==> src/common/ssipt_pkg.sv <==
package ssipt_pkg;
  // =====================================================================
  // word format
  // =====================================================================
  localparam int unsigned POSITION_BITS     = 14;
  localparam int unsigned WORD_BITS         = 25;                // frame length in clock bits
  localparam int unsigned SPECIAL_BIT_POS   = 10;                // special bit sits below position field
  localparam int unsigned RING_MAX_BITS     = 13;                // repetition allowed up to this length
  localparam int unsigned BIT_COUNT_BITS    = 5;

  // =====================================================================
  // timing
  // =====================================================================
  localparam int unsigned CLOCK_HZ          = 40_000_000;
  localparam int unsigned HOLD_LOW_NS       = 20_000;            // nominal hold low interval, 20 us
  localparam int unsigned HOLD_LOW_CYCLES   = (HOLD_LOW_NS / 1000) * (CLOCK_HZ / 1_000_000);
  localparam int unsigned TIMER_BITS        = 11;
  localparam logic [13:0] POSITION_RESET    = 14'h0000;

  // link-facing sequencer state
  typedef enum logic [1:0] {SSIPT_IDLE, SSIPT_SHIFT, SSIPT_HOLD} ssipt_state_e;
endpackage

==> src/common/ssipt_link_if.sv <==
`timescale 1ns/10ps
// sampled link events travelling from the edge detector to the transmitter
interface ssipt_link_if;
  logic clock_level;
  logic clock_fall;
  logic clock_rise;

  modport detector (output clock_level, output clock_fall, output clock_rise);
  modport sequencer (input clock_level, input clock_fall, input clock_rise);
endinterface

==> src/design/ssipt_edge_detect.sv <==
`timescale 1ns/10ps
module ssipt_edge_detect
(
  input  wire logic  i_clock,
  input  wire logic  i_reset,
  input  wire logic  i_link_clock,
  ssipt_link_if.detector link
);
  // =====================================================================
  // two-stage synchroniser, then edge detection on the settled copy
  // =====================================================================
  logic meta_reg;
  logic sync_reg;
  logic last_reg;
  logic meta_next;
  logic sync_next;
  logic last_next;

  // idle clock rests high, so flops reset high to avoid a phantom rise
  always_comb
  begin
    meta_next = i_link_clock;
    sync_next = meta_reg;
    last_next = sync_reg;
  end

  always_ff @(posedge i_clock)
  begin
    if (i_reset)
    begin
      meta_reg <= 1'b1;
      sync_reg <= 1'b1;
      last_reg <= 1'b1;
    end
    else
    begin
      meta_reg <= meta_next;
      sync_reg <= sync_next;
      last_reg <= last_next;
    end
  end

  assign link.clock_level = sync_reg;
  assign link.clock_fall  = last_reg & ~sync_reg;
  assign link.clock_rise  = ~last_reg & sync_reg;
endmodule // ssipt_edge_detect

==> src/design/ssipt_transmitter.sv <==
`timescale 1ns/10ps
// What this block does
// - idle, data line and clock line rest high.
// - first clock fall captures position bits and special bit into shift register.
// - first rising edge puts the word's MSB on data output.
// - each later rising edge advances to next lower bit.
// - after LSB, data held low until hold low interval ends, then high.
// - hold low timer starts on last falling edge of burst.
// - clocking without pause after last fall resends the captured word in ring mode, otherwise captures a fresh word.
// - each word occupies its length in clock bits (at most 13 in ring mode) plus one low bit before repetition.
// - pulse length+2 decides repetition (15th for 13 bits); late pulse gives a fresh word.
// - ring repetition only for word lengths up to 13 bits.
// - swapped clock pair shifts data by one; controller must wire correctly.
// - position field is 14 bits, 16384 steps per revolution.
// - position is Gray coded, counting down clockwise.
// - link clock rate lies between 0.1 and 2 Mbit/s.
module ssipt_transmitter
(
  input  wire logic        i_clock,
  input  wire logic        i_reset,
  input  wire logic        i_link_clock,
  input  wire logic [13:0] i_position_bits,
  input  wire logic        i_special_bit,
  input  wire logic [4:0]  i_word_bits,
  input  wire logic        i_ring_enable,
  output logic             o_data,
  output logic             o_busy
);
  // =====================================================================
  // link clock sampling
  // =====================================================================
  ssipt_link_if link ();

  // a swapped clock pair turns each fall into a rise, sliding the word by one bit
  // sync plus edge flop cost at most 75 ns, well inside one bit at the top link rate
  ssipt_edge_detect u_edge
  (
    .i_clock      (i_clock),
    .i_reset      (i_reset),
    .i_link_clock (i_link_clock),
    .link         (link.detector)
  );

  // =====================================================================
  // gray encoding of the position count
  // =====================================================================
  logic [13:0] gray_position;

  // source counts down clockwise; gray keeps one bit change per step
  assign gray_position = i_position_bits ^ (i_position_bits >> 1);

  // =====================================================================
  // sequencer
  // =====================================================================
  ssipt_pkg::ssipt_state_e state_reg;
  ssipt_pkg::ssipt_state_e state_next;
  logic [24:0] shift_reg;
  logic [24:0] shift_next;
  logic [24:0] saved_reg;
  logic [24:0] saved_next;
  logic [4:0]  count_reg;
  logic [4:0]  count_next;
  logic [10:0] timer_reg;
  logic [10:0] timer_next;
  logic        data_reg;
  logic        data_next;
  logic [4:0]  length;
  logic [24:0] captured;
  logic        ring_ok;

  // word length limited to 25; zero or larger falls back to full frame
  assign length  = (i_word_bits == 5'h00 || i_word_bits > 5'(ssipt_pkg::WORD_BITS)) ?
                   5'(ssipt_pkg::WORD_BITS) : i_word_bits;
  assign ring_ok = i_ring_enable && (length <= 5'(ssipt_pkg::RING_MAX_BITS));

  // captured word left aligned: position, special bit, zero padding
  assign captured = {gray_position, i_special_bit, 10'h000};

  always_comb
  begin
    state_next = state_reg;
    shift_next = shift_reg;
    saved_next = saved_reg;
    count_next = count_reg;
    timer_next = timer_reg;
    data_next  = data_reg;
    case (state_reg)
      ssipt_pkg::SSIPT_IDLE:
      begin
        data_next = 1'b1;
        if (link.clock_fall)
        begin
          shift_next = captured;
          saved_next = captured;
          count_next = 5'h00;
          state_next = ssipt_pkg::SSIPT_SHIFT;
        end
      end
      ssipt_pkg::SSIPT_SHIFT:
      begin
        if (link.clock_rise)
        begin
          if (count_reg < length)
          begin
            data_next  = shift_reg[24];
            shift_next = {shift_reg[23:0], 1'b0};
          end
          else
          begin
            data_next = 1'b0;
          end
          count_next = 5'(count_reg + 5'h01);
        end
        else if (link.clock_fall && count_reg >= length)
        begin
          // last fall of the burst starts the timer; the lsb stays up until the
          // trailing rise, since the controller still samples it in this low phase
          timer_next = 11'(ssipt_pkg::HOLD_LOW_CYCLES);
          state_next = ssipt_pkg::SSIPT_HOLD;
        end
      end
      default:
      begin
        // trailing rise drops the line; a fall before timeout is the repetition decision
        if (link.clock_rise)
        begin
          data_next = 1'b0;
        end
        if (link.clock_fall)
        begin
          // ring mode replays the first word, otherwise fresh capture
          shift_next = ring_ok ? saved_reg : captured;
          saved_next = ring_ok ? saved_reg : captured;
          count_next = 5'h00;
          state_next = ssipt_pkg::SSIPT_SHIFT;
        end
        else if (timer_reg == 11'h000)
        begin
          data_next  = 1'b1;
          state_next = ssipt_pkg::SSIPT_IDLE;
        end
        else
        begin
          timer_next = 11'(timer_reg - 11'h001);
        end
      end
    endcase
  end

  always_ff @(posedge i_clock)
  begin
    if (i_reset)
    begin
      state_reg <= ssipt_pkg::SSIPT_IDLE;
      shift_reg <= 25'h000_0000;
      saved_reg <= 25'h000_0000;
      count_reg <= 5'h00;
      timer_reg <= 11'h000;
      data_reg  <= 1'b1;
    end
    else
    begin
      state_reg <= state_next;
      shift_reg <= shift_next;
      saved_reg <= saved_next;
      count_reg <= count_next;
      timer_reg <= timer_next;
      data_reg  <= data_next;
    end
  end

  assign o_data = data_reg;
  assign o_busy = (state_reg != ssipt_pkg::SSIPT_IDLE);
endmodule // ssipt_transmitter

==> config.mk <==
export PLATFORM = sky130hd
export DESIGN_NAME = ssipt_transmitter
export DESIGN_NICKNAME = d
export VERILOG_FILES = /design/src/common/ssipt_pkg.sv /design/src/common/ssipt_link_if.sv /design/src/design/ssipt_edge_detect.sv /design/src/design/ssipt_transmitter.sv
export SDC_FILE = /design/constraint.sdc
export NUM_CORES = 1
export LEC_CHECK = 0
export BUFFER_PORTS_ARGS = -buffer_cell sky130_fd_sc_hd__buf_2
export CORE_UTILIZATION = 60
export CTS_CLUSTER_DIAMETER = 30
export CTS_CLUSTER_SIZE = 8
export DETAILED_ROUTE_END_ITERATION = 12
export PLACE_DENSITY = 0.79
export SLEW_MARGIN = 5
export SYNTH_ARGS = -nofsm -noshare
export SYNTH_HDL_FRONTEND = slang
export SYNTH_HIERARCHICAL = 1
export SYNTH_SLANG_ARGS = --single-unit
==> constraint.sdc <==
create_clock -name i_clock -period 4.5 [get_ports i_clock]
set_clock_uncertainty 0.1 [all_clocks]
set_input_delay 0.675 -clock i_clock [delete_from_list [all_inputs] [get_ports i_clock]]
set_output_delay 0.675 -clock i_clock [all_outputs]
set_load 0.05 [all_outputs]
# ---- Word level (Yosys, flattened, before mapping)
# Index checks and enable logic that the tools add are counted.
dict set report classes {
  add_sub_neg 2
  n_bitwise 7
  eq_ne 8
  n_mux 28
  shift 0
  div 0
  mul 0
  n_reduce_logical 14
  magnitude_cmp 4
}
# cell n
set op_table {}
lappend op_table {{two-way mux 25 bit} 5}
lappend op_table {{one-hot mux 25 bit (2 select lines)} 2}
lappend op_table {{two-way mux 11 bit} 4}
lappend op_table {{one-hot mux 11 bit (2 select lines)} 1}
lappend op_table {{two-way mux 5 bit} 4}
lappend op_table {{XOR 14 x 13 -> 14 bit} 1}
lappend op_table {{zero test 11 bit} 1}
lappend op_table {{subtractor 11 x 1 -> 11 bit, second input constant} 1}
lappend op_table {{two-way mux 2 bit} 5}
lappend op_table {{inequality test 2 bit, second input constant} 5}
lappend op_table {{AND reduction 4 bit} 2}
lappend op_table {{adder 5 x 1 -> 5 bit, second input constant} 1}
lappend op_table {{>= comparator 5 bit} 1}
lappend op_table {{greater-than comparator 5 bit, second input constant} 1}
lappend op_table {{less-or-equal comparator 5 x 4 -> 1 bit, second input constant} 1}
lappend op_table {{zero test 5 bit} 1}
lappend op_table {{< comparator 5 bit} 1}
lappend op_table {{two-way mux 1 bit} 5}
lappend op_table {{AND reduction 5 bit} 1}
lappend op_table {{inequality test 2 x 1 -> 1 bit, second input constant} 2}
lappend op_table {{inverter 1 bit} 4}
lappend op_table {{one-hot mux 2 bit (2 select lines)} 1}
lappend op_table {{AND reduction 2 bit} 2}
lappend op_table {{nonzero test 2 bit} 2}
lappend op_table {{other kinds (7)} 9}
dict set report word_totals {
  rom_bits 0
  latch_bits 0
  wordCells 72
  reg_bits 72
  in_bits 24
  ram_bits 0
  mem_count 0
  output_inout_bits 2
}

# ---- Logic depth before layout (Yosys ltp)
# Gate-level depths: netlist of the first run.
dict set report depth {
  depth_word 8
  ltp_mapped 10
  ltp_nobuf 9
}

# ---- Hierarchy
# The synthesis of the first run kept the hierarchy.
# mod cells_each seq_area_each_um2 area_each_um2 n_inst
set by_module_without_submodules {}
lappend by_module_without_submodules {ssipt_transmitter 404 1381.3 3512.1 1}
lappend by_module_without_submodules {ssipt_edge_detect 8 60.1 92.6 1}

# ---- Worst setup path after synthesis of the first run
# No wires, ideal clock.
dict set report synth_path {
  path_type {in2reg}
  startpoint {input i_word_bits[1]}
  endpoint {register shift_reg[3]}
  t_arrival_ps 2640
  setup_slack_ps 1674
  setup_time_ps 86
  n_path_buf 1
  path_stages 9
  required_time_ps 4314
  cell_sequence {nor2_1 a21oi_1 ha_1 a21oi_1 o21ai_0 o31ai_1 clkbuf_1 nor2_1 a211oi_1}
}
dict set report synth_via {
  elab_chain_len 8
  elab_cells_between_ends 12
  classes_between {3 x order compare; 1 x eq/ne; 4 x mux; 4 x reduce/logical}
}
# element line_no
set synth_rtl {}
lappend synth_rtl {{start, declared} ssipt_transmitter.sv:24} ;# input wire logic [4:0] i_word_bits,
lappend synth_rtl {{greater-than comparator 5 bit / zero test 5 bit (equally long branches)} ssipt_transmitter.sv:72} ;# assign length = (i_word_bits == 5'h00 || i_word_bits > 5'(ssipt_pkg::WORD_BITS)) ?
lappend synth_rtl {{logical OR 1 bit} ssipt_transmitter.sv:72}
lappend synth_rtl {{two-way mux 5 bit *} ssipt_transmitter.sv:72}
lappend synth_rtl {{less-or-equal comparator 5 x 4 -> 1 bit} ssipt_transmitter.sv:74} ;# assign ring_ok = i_ring_enable && (length <= 5'(ssipt_pkg::RING_MAX_BITS));
lappend synth_rtl {{logical AND 1 bit} ssipt_transmitter.sv:74}
lappend synth_rtl {{two-way mux 25 bit} n/a}
lappend synth_rtl {{two-way mux 25 bit} ssipt_transmitter.sv:129} ;# if (link.clock_fall)
lappend synth_rtl {{one-hot mux 25 bit (2 select lines)} ssipt_transmitter.sv:87} ;# case (state_reg)
lappend synth_rtl {{end signal, assigned} ssipt_transmitter.sv:164} ;# shift_reg <= shift_next;
lappend synth_rtl {{end, declared} ssipt_transmitter.sv:57} ;# logic [24:0] shift_reg;
# Every way passes the cells marked *; elsewhere a longest branch is shown, timed or not. The select of a mux whose other input is x is not followed.
# A chain may end at the register's enable or synchronous reset.

# ---- Final worst setup path of the first run
dict set report layout_path {
  startpoint {input i_word_bits[1]}
  endpoint {register timer_reg[4]}
}
dict set report layout_via {
  elab_chain_len 7
  elab_cells_between_ends 8
  classes_between {2 x order compare; 1 x eq/ne; 1 x mux; 4 x reduce/logical}
}
# element line_no
set layout_rtl {}
lappend layout_rtl {{greater-than comparator 5 bit / zero test 5 bit (equally long branches)} ssipt_transmitter.sv:72}
lappend layout_rtl {{logical OR 1 bit} ssipt_transmitter.sv:72}
lappend layout_rtl {{two-way mux 5 bit *} ssipt_transmitter.sv:72}
lappend layout_rtl {{>= comparator 5 bit *} ssipt_transmitter.sv:114} ;# else if (link.clock_fall && count_reg >= length)
lappend layout_rtl {{logical AND 1 bit *} ssipt_transmitter.sv:114}
lappend layout_rtl {{inequality test 2 bit (no line) *} n/a}
lappend layout_rtl {{AND reduction 5 bit (no line) *} n/a}
lappend layout_rtl {{end signal, assigned} ssipt_transmitter.sv:167} ;# timer_reg <= timer_next;
lappend layout_rtl {{end, declared} ssipt_transmitter.sv:63} ;# logic [10:0] timer_reg;
# Every way passes the cells marked *; elsewhere a longest branch is shown, timed or not.

==> results_dict.tcl, run 1 <==
set metrics [dict create \
    vias 3184 \
    p_per_area_nw_per_um2 348 \
    holdBufCountCts 0 \
    clkSlewWorstSetupHoldPaths_ps 80 \
    ir_drop_v 0.000285 \
    drc_errors 0 \
    grt_usage 0.272 \
    cts-resized-gates 0 \
    path_cells "buf_2 -> nor2_1 -> nor2_1 -> a211o_1 -> ha_1 -> nor2b_1 -> o221ai_1 -> a31oi_1 -> nor2_1 -> a311oi_1" \
    cp-start-kind "input port" \
    synth-edff-count 0 \
    vias_per_cell 6.27 \
    cpPeakStageDelay_ps 650 \
    cp.required_ps 4650 \
    r2r_setup_slack_ps 1660 \
    die_area_um2 6320 \
    power_w 0.00139 \
    fin_crit_sh 0.674 \
    rows 27 \
    wirelength_mm 7.89 \
    synth_cell_types 46 \
    nNetsFinal 462 \
    cts-root-buf "clkbuf_8" \
    syn_to_final_growth_pct 11.1 \
    hold_class "flip-flop to flip-flop" \
    grt_overflow 0 \
    yosysWarnings 6 \
    relSlewSlack 0.418 \
    hp-start "u_edge/meta_reg$_SDFF_PP1_" \
    cts_buffer_depth 2 \
    yosysTopAreaCell "dfxtp_1" \
    synth_ff_type "dfxtp_1" \
    worstSetupPathType "input port to flip-flop" \
    port_buffers 25 \
    globalplace.congestion 0.846 \
    ff2ff_path_depth 7 \
    p_leak_nw 1.48 \
    async_flop_share 0 \
    io_pins 26 \
    rsz0062_at_grt "no" \
    worst_setup_path_end_kind "flip-flop" \
    hold_ws_ps 330 \
    grt_antenna_before_repair 0 \
    clock_sinks 72 \
    final_util 0.710 \
    cts_made_buffers 9 \
    synthCells 412 \
    ant_nets 0 \
    synth_commonest_cells "72 x dfxtp_1, 71 x nor2_1, 30 x mux2i_1" \
    netlist_top_cells_area "dfxtp_1 40%, mux2i_1 8.3%, nor2_1 7.4%" \
    drt_pass1_iterations 5 \
    period_needed_ps 3030 \
    die_h_um 79.5 \
    die_width_um 79.5 \
    avgRoutedWirePerCell_um 15.5 \
    cts_tree "yes" \
    worst_slew_pin_slew_ps 871 \
    whs_endpoint "u_edge/link.clock_level$_SDFF_PP1_" \
    drv_cap 0 \
    initial_core_util 0.639 \
    yosysMostFrequentCell "dfxtp_1" \
    setup_viol 0 \
    hold_viol_final 0 \
    synthesis.area_um2 3600 \
    cp_common_cell "nor2_1" \
    ys_seq_area_frac 0.400 \
    grt_pass1_vias 3051 \
    r2r-end "shift_reg[24]$_SDFFE_PP0P_" \
    yosysTopAreaCellShare 0.400 \
    grt_pass1_wl_mm 13.6 \
    coreArea_um2 5640 \
    place_hpwl_mm 4.98 \
    syn_nets 443 \
    cts_setup_buffers 0 \
    drive_gt1_frac 0.161 \
    ys_seq_elements 72 \
    status "finished clean" \
    finalMaxSlewViolations 0 \
    setup_tns_ps 0 \
    n_antenna_cell 0 \
    h-tree-depth 3 \
    crit_slowest_cell "a31oi_1" \
    drt_iter0_markers 180 \
    path_max_fanout 8 \
    timing.rr.start "state_reg[0]$_SDFFE_PP0P_" \
    syn_area_per_cell_um2 8.75 \
    whs_path_depth 1 \
    fmax_ghz 0.330 \
    grt_max_degree 36 \
    insertion_delay_ps 340 \
    fill_cells 430 \
    worstPathArrival_ps 3180 \
]
==> kinds of logic (layout without fill, tap and decap cells) <==
group / after synthesis / in the layout / synth area share
flops: 72 / 72 / 0.400
compound gates: 89 / 89 / 0.179
fa+ha+maj: 7 / 7 / 0.0243
mux: 44 / 44 / 0.127
simple gates: 155 / 155 / 0.202
xor+xnor: 13 / 13 / 0.0316
buf+inv: 32 / 56 / 0.0364
==> worst max path at each step <==
stage,startpoint,endpoint,slack (ps),cells after the start
after floorplan,i_word_bits[1],shift_reg[3]$_SDFFE_PP0P_,1670,9
after global placement,i_word_bits[1],shift_reg[24]$_SDFFE_PP0P_,1280,9
after detailed placement,i_word_bits[1],shift_reg[24]$_SDFFE_PP0P_,1150,9
after CTS,i_word_bits[1],shift_reg[24]$_SDFFE_PP0P_,1510,9
after global routing,i_word_bits[1],timer_reg[4]$_SDFFE_PP0P_,1170,10
final,i_word_bits[1],timer_reg[4]$_SDFFE_PP0P_,1470,10
==> placed cells by master, fill, tap and decap left out, types with 3 or more instances in the layout <==
cell      count
nor2_1       71
buf_4         7
mux2_2       14
buf_2        25
xor2_1       13
inv_1         8
a32oi_1      12
nand4_1       6
nand2_1      18
and2_1       12
clkbuf_8     10
or2_1         3
nor2b_1       7
nand3_1       5
a21oi_1      17
o21ai_0      12
dfxtp_1      72
clkinv_2      3
a211oi_1     24
a31oi_1       4
a311oi_1      3
mux2i_1      30
ha_1          7
nor3_1       21
==> layout make-up <==
cell class / count / area, um2 / share of cell area
Sequential cell: 72 / 1440 / 0.360
Timing Repair Buffer: 32 / 178 / 0.0444
Inverter: 8 / 30.0 / 0.00750
Clock inverter: 6 / 82.6 / 0.0206
Clock buffer: 10 / 138 / 0.0344
Tap cell: 72 / 90.1 / 0.0225
Multi-Input combinational cell: 308 / 2050 / 0.511
==> per-stage QoR <==
step           setup WS [ps]  cell area, um2  std cells
2_1_floorplan           1670            3600        412
3_3_place_gp            1280            3780        492
3_5_place_dp            1150            3780        492
4_1_cts                 1510            4010        508
5_1_grt                 1170            4010        508
6_report                1470            4010        508
==> power by group <==
group          switching, W  leakage [nW]  internal [W]
sequential        0.0000111         0.584      0.000655
combinational     0.0000931         0.785     0.0000648
clock              0.000243         0.112      0.000324
total              0.000347          1.48       0.00104
==> per-layer routing <==
metal / vias to the layer above / track usage / wire (um)
li1: 1534 / - / -
met1: 1525 / 0.339 / 3660
met2: 103 / 0.455 / 3720
met3: 22 / 0.0469 / 355
met4: 0 / 0.125 / 159
met5: - / 0 / 0
==> worst max-delay path, delay by kind of cell <==
kind            cells  cell delay (ps)
compound gates      4             1460
fa+ha+maj           1              280
buf+inv             1              110
simple gates        4              660
No activity file was read; power rests on OpenSTA's default activity.
==> run 2: changes to the inputs <==
--- a/config.mk
+++ b/config.mk
@@ -6,11 +6,11 @@
 export NUM_CORES = 1
 export LEC_CHECK = 0
 export BUFFER_PORTS_ARGS = -buffer_cell sky130_fd_sc_hd__buf_2
-export CORE_UTILIZATION = 60
+export CORE_UTILIZATION = 54
 export CTS_CLUSTER_DIAMETER = 30
 export CTS_CLUSTER_SIZE = 8
 export DETAILED_ROUTE_END_ITERATION = 12
-export PLACE_DENSITY = 0.79
+export PLACE_DENSITY = 0.75
 export SLEW_MARGIN = 5
 export SYNTH_ARGS = -nofsm -noshare
 export SYNTH_HDL_FRONTEND = slang
==> constraint.sdc (replaced) <==
create_clock -name i_clock -period 2.5 [get_ports i_clock]
set_clock_uncertainty 0.1 [all_clocks]
set_input_delay 0.375 -clock i_clock [delete_from_list [all_inputs] [get_ports i_clock]]
set_output_delay 0.375 -clock i_clock [all_outputs]
set_load 0.05 [all_outputs]
==> run 2 against run 1 <==
Global-route usage shrank 3.5 points. Routed wire length shrank 1.1%. Register-to-register slack lost 1400 ps. Non-clock buffer count grew 16. Clock power grew 63%. Final cell count grew 4.1%. Critical path depth shrank 4. Power grew 75%. Critical endpoint is now timer_reg[8]$_SDFFE_PP0P_.
==> results_dict.tcl, run 2 (synthesis results as in run 1) <==
set metrics [dict create \
    drc_errors 0 \
    grt_util_met2 0.378 \
    period_needed_ps 2250 \
    cts_tree "yes" \
    ir_drop_v 0.000543 \
    grt_usage 0.237 \
    setup_viol 0 \
    fmax_ghz 0.444 \
    grt_antenna_before_repair 0 \
    power.switching_w 0.000647 \
    holdBufCountCts 0 \
    fill_cells 536 \
    cts_buffer_depth 2 \
    relSlewSlack 0.581 \
    cp-start-kind "flip-flop" \
    gr-usage-met3 0.0465 \
    insertion_delay_ps 340 \
    combPwrFrac 0.128 \
    p_per_area_nw_per_um2 584 \
    initial_core_util 0.564 \
    worstSetupPathType "flip-flop to flip-flop" \
    layout_common_cells "72 x dfxtp_1, 70 x nor2_1, 30 x mux2i_1, 25 x buf_2, 24 x a211oi_1" \
    finalInstanceArea_um2 4170 \
    rows 29 \
    fin_crit_sh 0.901 \
    globalplace.congestion 0.838 \
    cts_made_buffers 9 \
    coreArea_um2 6390 \
    clkPwrFrac 0.379 \
    seq_area_um2 1440 \
    vias 3110 \
    drive_gt1_frac 0.192 \
    clock_sinks 72 \
    syn_to_final_growth_pct 15.6 \
    p_int_w 0.00178 \
    p_sw_frac 0.266 \
    setup_tns_ps 0 \
    cts_setup_buffers 0 \
    p_leak_nw 1.56 \
    dpl_cell_area_um2 3960 \
    ant_nets 0 \
    h-tree-depth 3 \
    cts-root-buf "clkbuf_8" \
    wirelength_mm 7.80 \
    finalMaxSlewViolations 0 \
    n_antenna_cell 0 \
    hold_viol_final 0 \
    path_max_fanout 9 \
    worst_setup_path_end_kind "flip-flop" \
    avgRoutedWirePerCell_um 14.7 \
    die_h_um 83.7 \
    vias_per_cell 5.88 \
    place_hpwl_mm 5.21 \
    cts-resized-gates 0 \
    die_width_um 83.7 \
    grt_overflow 0 \
    die_area_um2 7010 \
    clkSlewWorstSetupHoldPaths_ps 70 \
    drv_cap 0 \
    drt_pass1_iterations 4 \
    grt_max_degree 43 \
    cp.required_ps 2670 \
    hold_class "input port to flip-flop" \
    worst_slew_pin_slew_ps 629 \
    drt_iter0_markers 178 \
    multi_input_area_um2 2050 \
    busiest_layer "met2" \
    port_buffers 25 \
    worstPathArrival_ps 2420 \
    final_util 0.652 \
    grtUsageMet1 0.313 \
    io_pins 26 \
    grt_pass1_wl_mm 13.6 \
    status "finished clean" \
    final_common_cell "dfxtp_1" \
    rsz0062_at_grt "no" \
    nNetsFinal 478 \
    grt_pass1_vias 2990 \
    seqPwrFrac 0.493 \
]
-- run 2: cell types whose count changed in the layout (fill, tap and decap cells not counted), sizes merged --
cell      change
buf          +16
clkinv        -2
inv           +2
bufinv        -1
clkinvlp      +1
-- run 2: power groups by stage --
stage               clock network (W)  registers [W]  logic [W]
finish                       0.000922        0.00120   0.000311
detailed placement                  0        0.00122   0.000309
CTS                          0.000938        0.00120   0.000312
global placement                    0        0.00122   0.000302
floorplan                           0        0.00122   0.000210
global route                 0.000990        0.00120   0.000344
-- run 2: final timing paths --
check | from | endpoint | slack, ps | depth (start not counted)
max | u_edge/link.clock_level$_SDFF_PP1_ | timer_reg[8]$_SDFFE_PP0P_ | 250 | 6
min | i_link_clock | u_edge/meta_reg$_SDFF_PP1_ | 130 | 2
max reg2reg | u_edge/link.clock_level$_SDFF_PP1_ | timer_reg[8]$_SDFFE_PP0P_ | 250 | 6
min reg2reg | u_edge/meta_reg$_SDFF_PP1_ | u_edge/link.clock_level$_SDFF_PP1_ | 320 | 1
-- run 2: worst max-delay path, stage by stage (launching register included) --
cell	delay, ps
dfxtp_1	310
nor2b_1	190
or3b_2	490
o21ai_1	240
nand2_1	300
or3_1	430
a21oi_1	130
-- run 2: cell type report --
type	count	share of cell area
inverters	8	0.00721
well taps	77	0.0231
clock inverters	6	0.0162
clock buffers	10	0.0306
repair buffers	48	0.0835
multi-input cells	308	0.493
flip-flops and latches	72	0.346
-- run 2: per-stage QoR --
step	total power [W]	hold WS, ps	std cells	setup slack (ps)
finish	0.00243	125	529	248
global route	0.00254	112	529	73.3
floorplan	0.00143	283	412	86.5
CTS	0.00245	114	529	170
global placement	0.00152	288	513	-94.5
detailed placement	0.00153	292	513	-162
-- run 2: routing by layer --
layer  wire (um)  vias to the layer above  part of all wire
met5           0                        -                 0
met4         110                        0             0.014
met3         323                       10             0.041
met2        3550                       62              0.46
met1        3820                     1473              0.49
li1            -                     1565                 -
==> run 3: changes to the inputs <==
--- a/config.mk
+++ b/config.mk
@@ -10,6 +10,7 @@
 export CTS_CLUSTER_DIAMETER = 30
 export CTS_CLUSTER_SIZE = 8
 export DETAILED_ROUTE_END_ITERATION = 12
+export GPL_TIMING_DRIVEN = 0
 export PLACE_DENSITY = 0.75
 export SLEW_MARGIN = 5
 export SYNTH_ARGS = -nofsm -noshare
==> run 3 against run 2 <==
Critical path depth grew 1. Non-clock buffer count increased by 1. Register-to-register slack got worse by 110 ps. Clock-buffer cell count shrank 1.
==> results_dict.tcl, run 3 (synthesis results as in run 1) <==
set metrics [dict create \
    final_util 0.631 \
    wl_met2_mm 3.59 \
    port_buffers 25 \
    initial_core_util 0.564 \
    path_max_fanout 5 \
    n_antenna_cell 0 \
    crit_slowest_cell "nor3_1" \
    cts_made_buffers 9 \
    relSlewSlack 0.545 \
    period_needed_ps 2360 \
    h-tree-depth 3 \
    worstPathArrival_ps 2530 \
    finalMaxSlewViolations 0 \
    avgRoutedWirePerCell_um 15.4 \
    status "finished clean" \
    cp_top_family "simple AND/OR/NAND/NOR gates" \
    vias_per_cell 5.98 \
    worstSetupPathType "flip-flop to flip-flop" \
    finalInstanceArea_um2 4030 \
    path_cells "inv_1 -> ha_1 -> or3b_2 -> nor3_1 -> a21oi_1 -> or3_1 -> a21oi_1" \
    final_common_cell "dfxtp_1" \
    wirelength_mm 8.14 \
    grt_pass1_vias 2843 \
    drv_cap 0 \
    hold_ws_ps 120 \
    clock_sinks 72 \
    grt_overflow 0 \
    highest_layer "met4" \
    fmax_ghz 0.423 \
    m1WireLength_mm 3.94 \
    ant_nets 0 \
    power_w 0.00228 \
    dp_cells 514 \
    holdBufCountCts 0 \
    clkSlewWorstSetupHoldPaths_ps 70 \
    hold_class "input port to flip-flop" \
    cp_common_cell "a21oi_1" \
    worst_setup_path_end_kind "flip-flop" \
    grt_antenna_before_repair 0 \
    io_pins 26 \
    grt_max_degree 20 \
    drc_errors 0 \
    cts_buffer_depth 2 \
    fill_cells 555 \
    globalplace.congestion 0.859 \
    met3_wirelength_um 467 \
    syn_to_final_growth_pct 11.8 \
    p_per_area_nw_per_um2 565 \
    instances_no_fill 529 \
    drt_pass1_iterations 6 \
    insertion_delay_ps 340 \
    cp-start-kind "flip-flop" \
    vias 3164 \
    drt_iter0_markers 308 \
    grt_pass1_wl_mm 13.6 \
    hold_viol_final 0 \
    cts_tree "yes" \
    setup_viol 0 \
    rows 29 \
    cp.required_ps 2670 \
    grt_usage 0.241 \
    p_leak_nw 1.48 \
    dpl_cell_area_um2 3830 \
    rsz0062_at_grt "no" \
    die_area_um2 7010 \
    fin_crit_sh 0.945 \
    coreArea_um2 6390 \
    cp_num_buf_inv 1 \
    cpPeakStageDelay_ps 490 \
    nNetsFinal 479 \
    worst_slew_pin_slew_ps 683 \
    place_hpwl_mm 5.64 \
    cts-root-buf "clkbuf_8" \
    ir_drop_v 0.000375 \
    drive_gt1_frac 0.173 \
    die_width_um 83.7 \
    layout_common_cells "72 x dfxtp_1, 69 x nor2_1, 30 x mux2i_1, 28 x buf_2, 24 x a211oi_1" \
    die_h_um 83.7 \
]
## run 3: cell count changes in the layout (fill, tap and decap cells not counted), moves of 2 or more
cell | before | now
buf_2 | 25 | 28
clkbuf_2 | 0 | 5
clkinv_2 | 1 | 3
clkbuf_1 | 1 | 12
inv_6 | 2 | 0
buf_12 | 4 | 0
buf_4 | 19 | 2
## run 3: final timing paths
check | from | to | slack [ps] | depth (start not counted)
max | timer_reg[0]$_SDFFE_PP0P_ | timer_reg[8]$_SDFFE_PP0P_ | 140 | 7
min | i_link_clock | u_edge/meta_reg$_SDFF_PP1_ | 120 | 2
max reg2reg | timer_reg[0]$_SDFFE_PP0P_ | timer_reg[8]$_SDFFE_PP0P_ | 140 | 7
min reg2reg | u_edge/meta_reg$_SDFF_PP1_ | u_edge/link.clock_level$_SDFF_PP1_ | 310 | 1
## run 3: per-layer routing
| layer | vias to the layer above | GRT usage |
|---|---|---|
| met2 | 101 | 0.370 |
| met3 | 17 | 0.0386 |
| met1 | 1468 | 0.340 |
| met5 | - | 0 |
| met4 | 0 | 0.0894 |
| li1 | 1578 | - |
## run 3: final cells by class
class	instances	area [um2]	share of cell area
Buffer	22	100	0.0248
Clock buffer	9	124	0.0307
Clock inverter	6	37.5	0.00931
Inverter	8	30.0	0.00745
Multi-Input combinational cell	308	2060	0.511
Sequential cell	72	1440	0.358
Tap cell	77	96.3	0.0239
Timing Repair Buffer	27	140	0.0348
## run 3: report_power, final
part / leakage [nW] / total, W / internal (W) / switching (W)
registers: 0.584 / 0.00120 / 0.00118 / 0.0000186
logic: 0.820 / 0.000296 / 0.000121 / 0.000174
clock network: 0.0769 / 0.000783 / 0.000349 / 0.000435
total: 1.48 / 0.00228 / 0.00165 / 0.000628
## run 3: what timing repair did
action,in CTS,in global routing
gates resized for setup,4,9
pin swaps,1,1
gates cloned,0,0
setup buffers,0,2
setup endpoints to repair,20,33
## run 3: stage by stage
step,worst slack [ps],TNS (ps)
floorplan,86.5,0
global placement,-503,-12830
detailed placement,-528,-13310
CTS,26.9,0
global route,0.467,0
finish,138,0
